`src/hdl/fsp_defs.svh`:
```
// Constants for the fast serial port pin block
`ifndef FSP_DEFS_SVH
`define FSP_DEFS_SVH
`define FSP_BYTE_W 8
`define FSP_CELL_LAST 6'd52
`define FSP_HDR_BYTES 6'd5
`define FSP_HDR3_IDX 6'd3
`define FSP_IDLE_HDR3 8'h01
`define FSP_IDLE_HDR 8'h00
`define FSP_IDLE_FILL 8'h6a
`define FSP_NULL_PORT 5'd31
`define FSP_MUX_LAST 5'd30
`define FSP_DIR_LAST 5'd3
`define FSP_POLL_HOLD 2'd3
`define FSP_NIB_BITS 4'd4
`define FSP_SER_BITS 4'd1
`define FSP_BYTE_BITS 4'd8
`define FSP_OE_ALL 8'hff
`define FSP_OE_NIB 8'h0f
`define FSP_OE_BIT 8'h01
`define FSP_OE_NONE 8'h00
`define FSP_SYNC_W 26
`endif

```
`src/hdl/fsp_pkg.sv`:
```
// Types shared by the fast serial port pin block
`include "fsp_defs.svh"
package fsp_pkg;
  typedef enum logic [5:0] {
    FSP_M_CSLV = 6'h01,
    FSP_M_CDIR = 6'h02,
    FSP_M_CMUX = 6'h04,
    FSP_M_MII = 6'h08,
    FSP_M_HSER = 6'h10,
    FSP_M_HNIB = 6'h20
  } fsp_mode_e;
  typedef enum logic [3:0] {
    FSP_S_IDLE = 4'b0001,
    FSP_S_POLL = 4'b0010,
    FSP_S_GRANT = 4'b0100,
    FSP_S_SEND = 4'b1000
  } fsp_state_e;
  typedef struct packed {
    logic portAPin31;
    logic portAPin30;
    logic portAPin29;
    logic portAPin28;
    logic rxSoc;
    logic rxClav;
    logic [`FSP_BYTE_W-1:0] txd;
    logic [`FSP_BYTE_W-1:0] rxd;
  } fsp_pins_s;
  typedef struct packed {
    logic valid;
    logic soc;
    logic [`FSP_BYTE_W-1:0] data;
  } fsp_byte_s;
endpackage : fsp_pkg

```
`src/hdl/fsp_port.sv`:
```
// Shared port pins: cell bus master/slave, media-independent, HDLC
// Functional notes
// RULE_01 - Cell mode exists on controller one only; cell data is eight bits.
// RULE_02 - Direct-polling master serves four PHYs, each with own available line.
// RULE_03 - Multiplexed-polling master uses addresses 0 to 30; 31 is null.
// RULE_04 - As master, transmit enable is high exactly while valid cell data.
// RULE_05 - As slave, external master raises transmit enable with valid data.
// RULE_06 - As slave, transmit cell-available only when a whole cell fits.
// RULE_07 - External slave PHY raises cell-available only when a cell fits.
// RULE_08 - As master, start-of-cell marks the cycle of the first byte.
// RULE_09 - As master, receive enable asks for data in following cycle.
// RULE_10 - As slave, receive data driven only in cycle after enable; code loads rxd in the cycle after the synchronised enable, two cycles late.
// RULE_11 - HDLC: request-to-send low; granted only when clear-to-send low.
// RULE_12 - HDLC nibble moves four bits per transfer, serial moves one.
// RULE_13 - Media-independent transmit enable high for whole transmission.
// RULE_14 - Media-independent transmit error raised to force an error.
// RULE_15 - External PHY raises collision when collision detected.
// RULE_16 - External PHY raises carrier sense on cable activity.
// RULE_17 - Cells are 53 bytes; idle cells sent when no data ready.
// RULE_18 - As slave, receive cell-available only when whole cell ready.
// RULE_19 - Cell bus bit 0 is least significant, bit 7 most.
// RULE_20 - One mode at a time sets function and direction of pins.
`timescale 1ns/1ns
`default_nettype none
`include "fsp_defs.svh"
module fsp_port (
  input wire logic clk,
  input wire logic rst,
  input wire fsp_pkg::fsp_mode_e mode,
  input wire fsp_pkg::fsp_pins_s pinIn,
  output fsp_pkg::fsp_pins_s pinOut,
  output fsp_pkg::fsp_pins_s pinOe,
  input wire logic [3:1] txCellAvailDirect,
  input wire logic ctsN,
  output logic [4:0] phyAddr,
  input wire logic txValid,
  input wire logic [7:0] txData,
  input wire logic txLast,
  input wire logic txErr,
  output logic txReady,
  input wire logic cellRoom,
  input wire logic cellReady,
  output fsp_pkg::fsp_byte_s rxOut,
  output logic colDetect,
  output logic carrierSense
);
  import fsp_pkg::*;

  // ==========================================================
  // Helpers
  function automatic logic [3:0] fsp_step(input fsp_mode_e m);
    return (m == FSP_M_HSER) ? `FSP_SER_BITS : `FSP_NIB_BITS; // RULE_12
  endfunction : fsp_step

  function automatic logic [7:0] fsp_chunk(input logic [7:0] d, input fsp_mode_e m);
    return (m == FSP_M_HSER) ? (d & `FSP_OE_BIT) : (d & `FSP_OE_NIB); // RULE_12
  endfunction : fsp_chunk

  function automatic logic [7:0] fsp_idle_byte(input logic [5:0] idx);
    if (idx == `FSP_HDR3_IDX) return `FSP_IDLE_HDR3;
    return (idx < `FSP_HDR_BYTES) ? `FSP_IDLE_HDR : `FSP_IDLE_FILL;
  endfunction : fsp_idle_byte

  function automatic logic [4:0] fsp_next_idx(input logic [4:0] idx, input logic mux);
    logic [4:0] last;
    last = mux ? `FSP_MUX_LAST : `FSP_DIR_LAST;
    return (idx >= last) ? 5'h00 : idx + 5'h01; // RULE_02 RULE_03
  endfunction : fsp_next_idx

  // ==========================================================
  // Pin synchronisers
  logic [`FSP_SYNC_W-1:0] syncQ;
  fsp_pins_s pinS;
  logic [3:1] clavS;
  logic ctsNS;

  fsp_sync #(.WIDTH(`FSP_SYNC_W)) u_sync (
    .clk(clk),
    .rst(rst),
    // Inverted so the reset value reads as not clear to send
    .d({pinIn, txCellAvailDirect, ~ctsN}),
    .q(syncQ)
  );
  assign pinS = fsp_pins_s'(syncQ[`FSP_SYNC_W-1:4]);
  assign clavS = syncQ[3:1];
  assign ctsNS = !syncQ[0];

  // ==========================================================
  // Mode decode
  logic isSlave, isDir, isMux, isMaster, isMii, isHdlc;
  assign isSlave = (mode == FSP_M_CSLV); // RULE_01 RULE_20
  assign isDir = (mode == FSP_M_CDIR);
  assign isMux = (mode == FSP_M_CMUX);
  assign isMaster = isDir | isMux;
  assign isMii = (mode == FSP_M_MII);
  assign isHdlc = (mode == FSP_M_HSER) | (mode == FSP_M_HNIB);

  // ==========================================================
  // Control
  fsp_state_e state;
  logic [5:0] byteCnt;
  logic [4:0] pollIdx;
  logic [1:0] pollHold;
  logic cellUser, frameDone, txErFlag;
  logic [3:0] bitsLeft;
  logic [7:0] shiftReg;
  logic [7:0] txdReg, rxdReg;
  logic txEnbReg, txSocReg, rxEnbReg, rxSocReg, txClavReg, rxClavReg;
  logic [2:0] rxPipe;
  logic clavSel, mSend, sTake, take, shifting;

  // Selected PHY's available line
  assign clavSel = isMux ? pinS.portAPin30 :
                   pollIdx[1:0] == 2'h0 ? pinS.portAPin30 : clavS[pollIdx[1:0]]; // RULE_02
  assign mSend = isMaster && state == FSP_S_SEND && (!cellUser || txValid);
  assign sTake = isSlave && pinS.portAPin28 && txValid;
  assign take = (isMii || isHdlc) && txValid &&
                ((state == FSP_S_IDLE && isMii) || (state == FSP_S_GRANT && !ctsNS) ||
                 (state == FSP_S_SEND && bitsLeft == 4'h0 && !frameDone)); // RULE_11
  assign shifting = (isMii || isHdlc) && state == FSP_S_SEND && bitsLeft != 4'h0;
  assign txReady = (mSend && cellUser) || sTake || take;
  assign phyAddr = pollIdx;

  always_ff @(posedge clk) begin
    if (rst) begin
      state <= FSP_S_IDLE;
      pollIdx <= 5'h00;
      pollHold <= 2'h0;
      cellUser <= 1'b0;
    end else begin
      case (state)
        FSP_S_IDLE: begin
          if (isMaster) begin
            state <= FSP_S_POLL;
            pollHold <= 2'h0;
          end else if (take) begin
            state <= FSP_S_SEND;
          end else if (isHdlc && txValid) begin
            state <= FSP_S_GRANT; // RULE_11
          end
        end
        FSP_S_GRANT: begin
          if (take) begin
            state <= FSP_S_SEND;
          end else if (!isHdlc) begin
            state <= FSP_S_IDLE;
          end
        end
        FSP_S_POLL: begin
          // Hold each address long enough for the synchronised answer
          if (!isMaster) begin
            state <= FSP_S_IDLE;
          end else if (pollHold != `FSP_POLL_HOLD) begin
            pollHold <= pollHold + 2'h1;
          end else if (clavSel) begin
            state <= FSP_S_SEND;
            cellUser <= txValid; // RULE_17
          end else begin
            pollHold <= 2'h0;
            pollIdx <= fsp_next_idx(pollIdx, isMux); // RULE_03
          end
        end
        FSP_S_SEND: begin
          if (isMaster) begin
            if (mSend && byteCnt == `FSP_CELL_LAST) begin
              state <= FSP_S_POLL;
              pollHold <= 2'h0;
              pollIdx <= fsp_next_idx(pollIdx, isMux);
            end
          end else if (bitsLeft == 4'h0 && frameDone) begin
            state <= FSP_S_IDLE;
          end
        end
        default: state <= FSP_S_IDLE;
      endcase
    end
  end

  always_ff @(posedge clk) begin
    if (rst || state == FSP_S_POLL) begin
      byteCnt <= 6'h00;
    end else if (mSend || sTake) begin
      byteCnt <= (byteCnt == `FSP_CELL_LAST) ? 6'h00 : byteCnt + 6'h01; // RULE_17
    end
  end

  // ==========================================================
  // Transmit data path
  always_ff @(posedge clk) begin
    if (rst) begin
      shiftReg <= 8'h00;
      bitsLeft <= 4'h0;
      frameDone <= 1'b0;
    end else if (take) begin
      shiftReg <= txData >> fsp_step(mode);
      bitsLeft <= `FSP_BYTE_BITS - fsp_step(mode); // RULE_12
      frameDone <= txLast;
    end else if (shifting) begin
      shiftReg <= shiftReg >> fsp_step(mode);
      bitsLeft <= bitsLeft - fsp_step(mode);
    end
  end

  always_ff @(posedge clk) begin
    if (rst) begin
      txdReg <= 8'h00;
      txEnbReg <= 1'b0;
      txSocReg <= 1'b0;
    end else begin
      txEnbReg <= mSend; // RULE_04
      txSocReg <= mSend && byteCnt == 6'h00; // RULE_08
      if (mSend) begin
        txdReg <= cellUser ? txData : fsp_idle_byte(byteCnt); // RULE_17 RULE_19
      end else if (take) begin
        txdReg <= fsp_chunk(txData, mode);
      end else if (shifting) begin
        txdReg <= fsp_chunk(shiftReg, mode);
      end
    end
  end

  always_ff @(posedge clk) begin
    // A first byte taken straight from idle must keep its error flag
    if (rst) begin
      txErFlag <= 1'b0;
    end else if (take) begin
      txErFlag <= txErr; // RULE_14
    end else if (state == FSP_S_IDLE) begin
      txErFlag <= 1'b0;
    end
  end

  // ==========================================================
  // Receive side and slave answers
  always_ff @(posedge clk) begin
    if (rst) begin
      rxEnbReg <= 1'b0;
      rxPipe <= 3'h0;
      rxOut <= '0;
      txClavReg <= 1'b0;
      rxClavReg <= 1'b0;
      rxdReg <= 8'h00;
      rxSocReg <= 1'b0;
      colDetect <= 1'b0;
      carrierSense <= 1'b0;
    end else begin
      rxEnbReg <= isMaster && pinS.rxClav && cellRoom; // RULE_09
      // Sync delay adds two cycles to the PHY's one
      rxPipe <= {rxPipe[1:0], rxEnbReg && isMaster};
      txClavReg <= cellRoom; // RULE_06
      rxClavReg <= cellReady; // RULE_18
      colDetect <= isMii && pinS.portAPin31; // RULE_15
      carrierSense <= isMii && pinS.portAPin30; // RULE_16
      if (isMaster && rxPipe[2]) begin
        rxOut <= '{valid: 1'b1, soc: pinS.rxSoc, data: pinS.rxd}; // RULE_09
      end else if (isSlave && pinS.portAPin31) begin
        rxOut <= '{valid: 1'b1, soc: pinS.portAPin29, data: pinS.txd}; // RULE_05
      end else begin
        rxOut.valid <= 1'b0;
      end
      if (sTake) begin
        rxdReg <= txData; // RULE_10
        rxSocReg <= byteCnt == 6'h00;
      end
    end
  end

  // ==========================================================
  // Pin function and direction per mode
  always_comb begin
    pinOut.portAPin31 = txEnbReg;
    pinOut.portAPin30 = isSlave ? txClavReg : !(state == FSP_S_GRANT || state == FSP_S_SEND);
    pinOut.portAPin29 = isMii ? txErFlag : txSocReg; // RULE_14
    pinOut.portAPin28 = isMaster ? rxEnbReg : (isMii && state == FSP_S_SEND); // RULE_13
    pinOut.rxSoc = rxSocReg;
    pinOut.rxClav = rxClavReg;
    pinOut.txd = txdReg;
    pinOut.rxd = rxdReg;
    pinOe.portAPin31 = isMaster; // RULE_20
    pinOe.portAPin30 = isSlave || isHdlc;
    pinOe.portAPin29 = isMaster || isMii;
    pinOe.portAPin28 = isMaster || isMii;
    pinOe.rxSoc = isSlave;
    pinOe.rxClav = isSlave;
    pinOe.txd = isMaster ? `FSP_OE_ALL : (isMii || mode == FSP_M_HNIB) ? `FSP_OE_NIB :
                (mode == FSP_M_HSER) ? `FSP_OE_BIT : `FSP_OE_NONE;
    pinOe.rxd = isSlave ? `FSP_OE_ALL : `FSP_OE_NONE;
  end
endmodule : fsp_port
`default_nettype wire

```
`src/hdl/fsp_sync.sv`:
```
// Two-stage synchroniser for pin inputs
`timescale 1ns/1ns
`default_nettype none
module fsp_sync #(
  parameter int WIDTH = 1
) (
  input wire logic clk,
  input wire logic rst,
  input wire logic [WIDTH-1:0] d,
  output logic [WIDTH-1:0] q
);
  logic [WIDTH-1:0] stage1;
  // First stage feeds only the second
  always_ff @(posedge clk) begin
    if (rst) begin
      stage1 <= '0;
      q <= '0;
    end else begin
      stage1 <= d;
      q <= stage1;
    end
  end
endmodule : fsp_sync
`default_nettype wire

```
`config.mk`:
```
export PLATFORM = sky130hd
export DESIGN_NAME = fsp_port
export DESIGN_NICKNAME = d
export VERILOG_FILES = /design/src/hdl/fsp_pkg.sv /design/src/hdl/fsp_port.sv /design/src/hdl/fsp_sync.sv
export VERILOG_INCLUDE_DIRS = /design/src /design/src/hdl
export SDC_FILE = /design/constraint.sdc
export NUM_CORES = 1
export LEC_CHECK = 0
export ABC_AREA = 1
export ABC_CLOCK_PERIOD_IN_PS = 2800
export BUFFER_PORTS_ARGS = -buffer_cell sky130_fd_sc_hd__buf_2
export CORE_MARGIN = 1.5
export CORE_UTILIZATION = 40
export DETAILED_ROUTE_END_ITERATION = 8
export GPL_ROUTABILITY_DRIVEN = 0
export HOLD_SLACK_MARGIN = 0.15
export PLACE_DENSITY_LB_ADDON = 0.12
export SLEW_MARGIN = 20
export SYNTH_ARGS = -nofsm -noshare
export SYNTH_HDL_FRONTEND = slang
export SYNTH_SLANG_ARGS = --single-unit
```
`constraint.sdc`:
```
create_clock -name clk -period 2.8 [get_ports clk]
set_input_delay 0.56 -clock clk [delete_from_list [all_inputs] [get_ports clk]]
set_output_delay 0.56 -clock clk [all_outputs]
set_load 0.05 [all_outputs]
```
==> flow_summary.json <==
{
  "placed_cells": 975,
  "synth-async-reset-ratio_pct": 0,
  "power.density_nw_per_um2": 689,
  "nets": 877,
  "grt_pass1_wl_microns": 20500,
  "crit_end": "txReady",
  "startpoint_type": "flip-flop",
  "reg2regPathDepth": 12,
  "cts-root-buf": "clkbuf_16",
  "synth_seq_area_share_pct": 45.4,
  "synth_top_cell_by_area": "dfxtp_1",
  "clkTransAtPathRegs_ns": 0.05,
  "clock-sinks": 121,
  "grt_overflow": 0,
  "finalClockSkew_ns": 0.0131,
  "instances_no_fill": 1007,
  "drive_above_1_share_pct": 24.1,
  "grt_max_degree": 59,
  "worstPathCellList": "nand2_2, nor2_4, nand3_1, nand3_4, nand2_8, inv_2, nor2_1, nand2_1, buf_2",
  "reg2reg_from": "state[3]$_SDFFE_PP0P_",
  "die_x_microns": 118,
  "hold_violations": 0,
  "antenna_found_initial": 0,
  "synth.avg_cell_area_sq_um": 7.42,
  "synth_area_sq_um": 5330,
  "io_pins": 109,
  "cts_inserted_buffers": 17,
  "via_per_inst": 4.55,
  "drv_cap": 0,
  "postCtsSetupBuffers": 0,
  "grt_util_all_layers_pct": 18.3,
  "layout_setup_ws_ns": 0.210,
  "first_global_vias": 4343,
  "worstSkewPairLatency_ns": 0.42,
  "cp_data_arrival_time_ns": 2.03,
  "required_ns": 2.24,
  "htree_levels": 4,
  "port_buffers": 108,
  "grt_setup_unrepaired": "no",
  "holdCritPathClass": "in -> reg",
  "postRouteAntennaNets": 0,
  "power_mw": 4.50,
  "place_hpwl_microns": 8840,
  "status": "finished clean",
  "r2r_slack_ns": 0.77,
  "crit_path_end_kind": "primary output",
  "ys_ff_latch": 121,
  "cp_num_buf_inv": 2,
  "cts_tree": "done",
  "routed_wl_microns": 12100,
  "p_leak_nw": 3.16,
  "min_period_ns": 2.59,
  "synth_common_cells": "nand2_1 (129), dfxtp_1 (121), nor2_1 (119)",
  "die_y_microns": 118,
  "synth_edf_count": 0,
  "post-route-period-util_pct": 92.5,
  "crit_path_top_delay_cell": "dfxtp_1",
  "syn_nets": 778,
  "start_util_pct": 40.6,
  "yosysTopAreaCellShare_pct": 45.4,
  "vias": 4580,
  "critPathTopFamily": "simple AND/OR/NAND/NOR gates",
  "synth_cell_type_count": 40,
  "synth_most_common_cell": "nand2_1",
  "critical_path_class": "reg -> out",
  "hold_slack_ns": 0.302,
  "cp-startpoint": "state[3]$_SDFFE_PP0P_",
  "synth_warnings": 0,
  "rows": 42,
  "cts_resized": 0,
  "fmax_mhz": 386,
  "cts_buffer_depth": 2,
  "cp.depth": 9,
  "die-area_sq_um": 14000,
  "drt-initial-drc-count": 287,
  "pre_cts_ws_ns": 0.214,
  "synth_area_leaders": "dfxtp_1 (45%), nand2_1 (9.1%), nor2_1 (8.4%)",
  "slew_viol_final": 0,
  "area_delta_synth_final_pct": 22.4,
  "setup_violations": 0,
  "avgRoutedWirePerCell_microns": 12.0,
  "worst_pin_slew_ns": 0.857,
  "maxSlewHeadroom_pct": 42.8,
  "antenna_cells": 0,
  "reg2reg_to": "txdReg[1]$_SDFFE_PP0P_",
  "coreArea_sq_um": 13100,
  "drt_first_pass_iters": 4,
  "peakVddDrop_uv": 500,
  "critical-path-max-stage-delay_ns": 0.42,
  "path_max_fanout": 9,
  "num-fill-cells": 1318,
  "tns_ns": 0,
  "ys.flop_type": "dfxtp_1",
  "hold_buffers": 0,
  "route.detailed.drc": 0,
  "netlist_instances": 719
}
kinds of logic (layout without fill, tap and decap cells):
family                     count (synthesis)  in the layout  synth area share (%)
and+or+nand+nor                          345            345                  30.0
buffers and inverters                    155            267                  12.6
AOI/OAI and AO/OA                         84             84                  8.87
xor gates and xnor gates                   2              2                 0.328
adders and majority gates                 12             12                  2.81
DFF                                      121            121                  45.4
area by class of cell:
class                   instances  area, sq um  area share [%]
clock buffers                  19          453            6.94
clock inverters                13          144            2.20
inverters                     119          452            6.92
multi-input cells             443         2240            34.3
flip-flops and latches        121         2420            37.1
well taps                     176          220            3.37
repair buffers                116          601            9.20
metrics by stage:
stage	utilization [%]	instance area (sq um)
finish	49.7	6530
global route	49.7	6530
CTS	49.7	6530
detailed placement	45.2	5930
global placement	45.2	5930
floorplan	-	5330
cell usage in the layout (no fill, tap or decap), drive strengths merged, types with 2 or more instances in the layout:
cell type  netlist  final
and2             2      2
nand2          145    145
nor2           126    126
nor3            16     16
clkinvlp         0      4
o211ai           3      3
a31oi           11     11
ha              12     12
bufinv           0      2
o21ai           30     30
clkbuf          13     19
or2              3      3
nand3           47     47
dfxtp          121    121
nand4            4      4
inv            119    121
a21oi           38     38
clkinv           0      5
buf             23    116
metal layers:
metal / global-route usage, % / vias up / share of wire, %
li1: - / 2412 / -
met1: 22.4 / 2033 / 46
met2: 29.5 / 113 / 47
met3: 5.84 / 22 / 5.3
met4: 7.83 / 0 / 2.1
met5: 0 / - / 0
power breakdown:
part	switching, mW	internal, mW
logic	0.347	0.172
clock network	0.804	1.36
registers	0.0309	1.79
registers in the layout, summed over array words and instances, names as in the netlist, 2 cells and up:
name / flops
rxOut: 10
u_sync.q: 26
bitsLeft: 4
u_sync.stage1: 26
pollHold: 2
rxdReg: 8
phyAddr: 5
state: 4
rxPipe: 3
byteCnt: 6
txdReg: 8
shiftReg: 8
worst register-to-register path: stages, from the launching register on:
cell and delay [ns]:
dfxtp_1 0.42, nand2_2 0.09, nor2_4 0.26, nand3_1 0.19, nand3_4 0.18, nand2_8 0.06
buf_4 0.21, nand2_4 0.11, inv_4 0.08, nand2_4 0.11, nand2_1 0.06, a21oi_1 0.12
nor2_1 0.05
worst min-delay path by stage:
stage                                startpoint                          end  cells after the start
floorplan                  rxPipe[0]$_SDFF_PP0_         rxPipe[1]$_SDFF_PP0_                      2
global placement    u_sync.stage1[3]$_SDFF_PP0_       u_sync.q[3]$_SDFF_PP0_                      2
detailed placement  u_sync.stage1[3]$_SDFF_PP0_       u_sync.q[3]$_SDFF_PP0_                      2
CTS                                        ctsN  u_sync.stage1[0]$_SDFF_PP0_                      2
global route                               ctsN  u_sync.stage1[0]$_SDFF_PP0_                      2
finish                                     ctsN  u_sync.stage1[0]$_SDFF_PP0_                      2
Note: power is estimated with default switching activity, not from simulation.
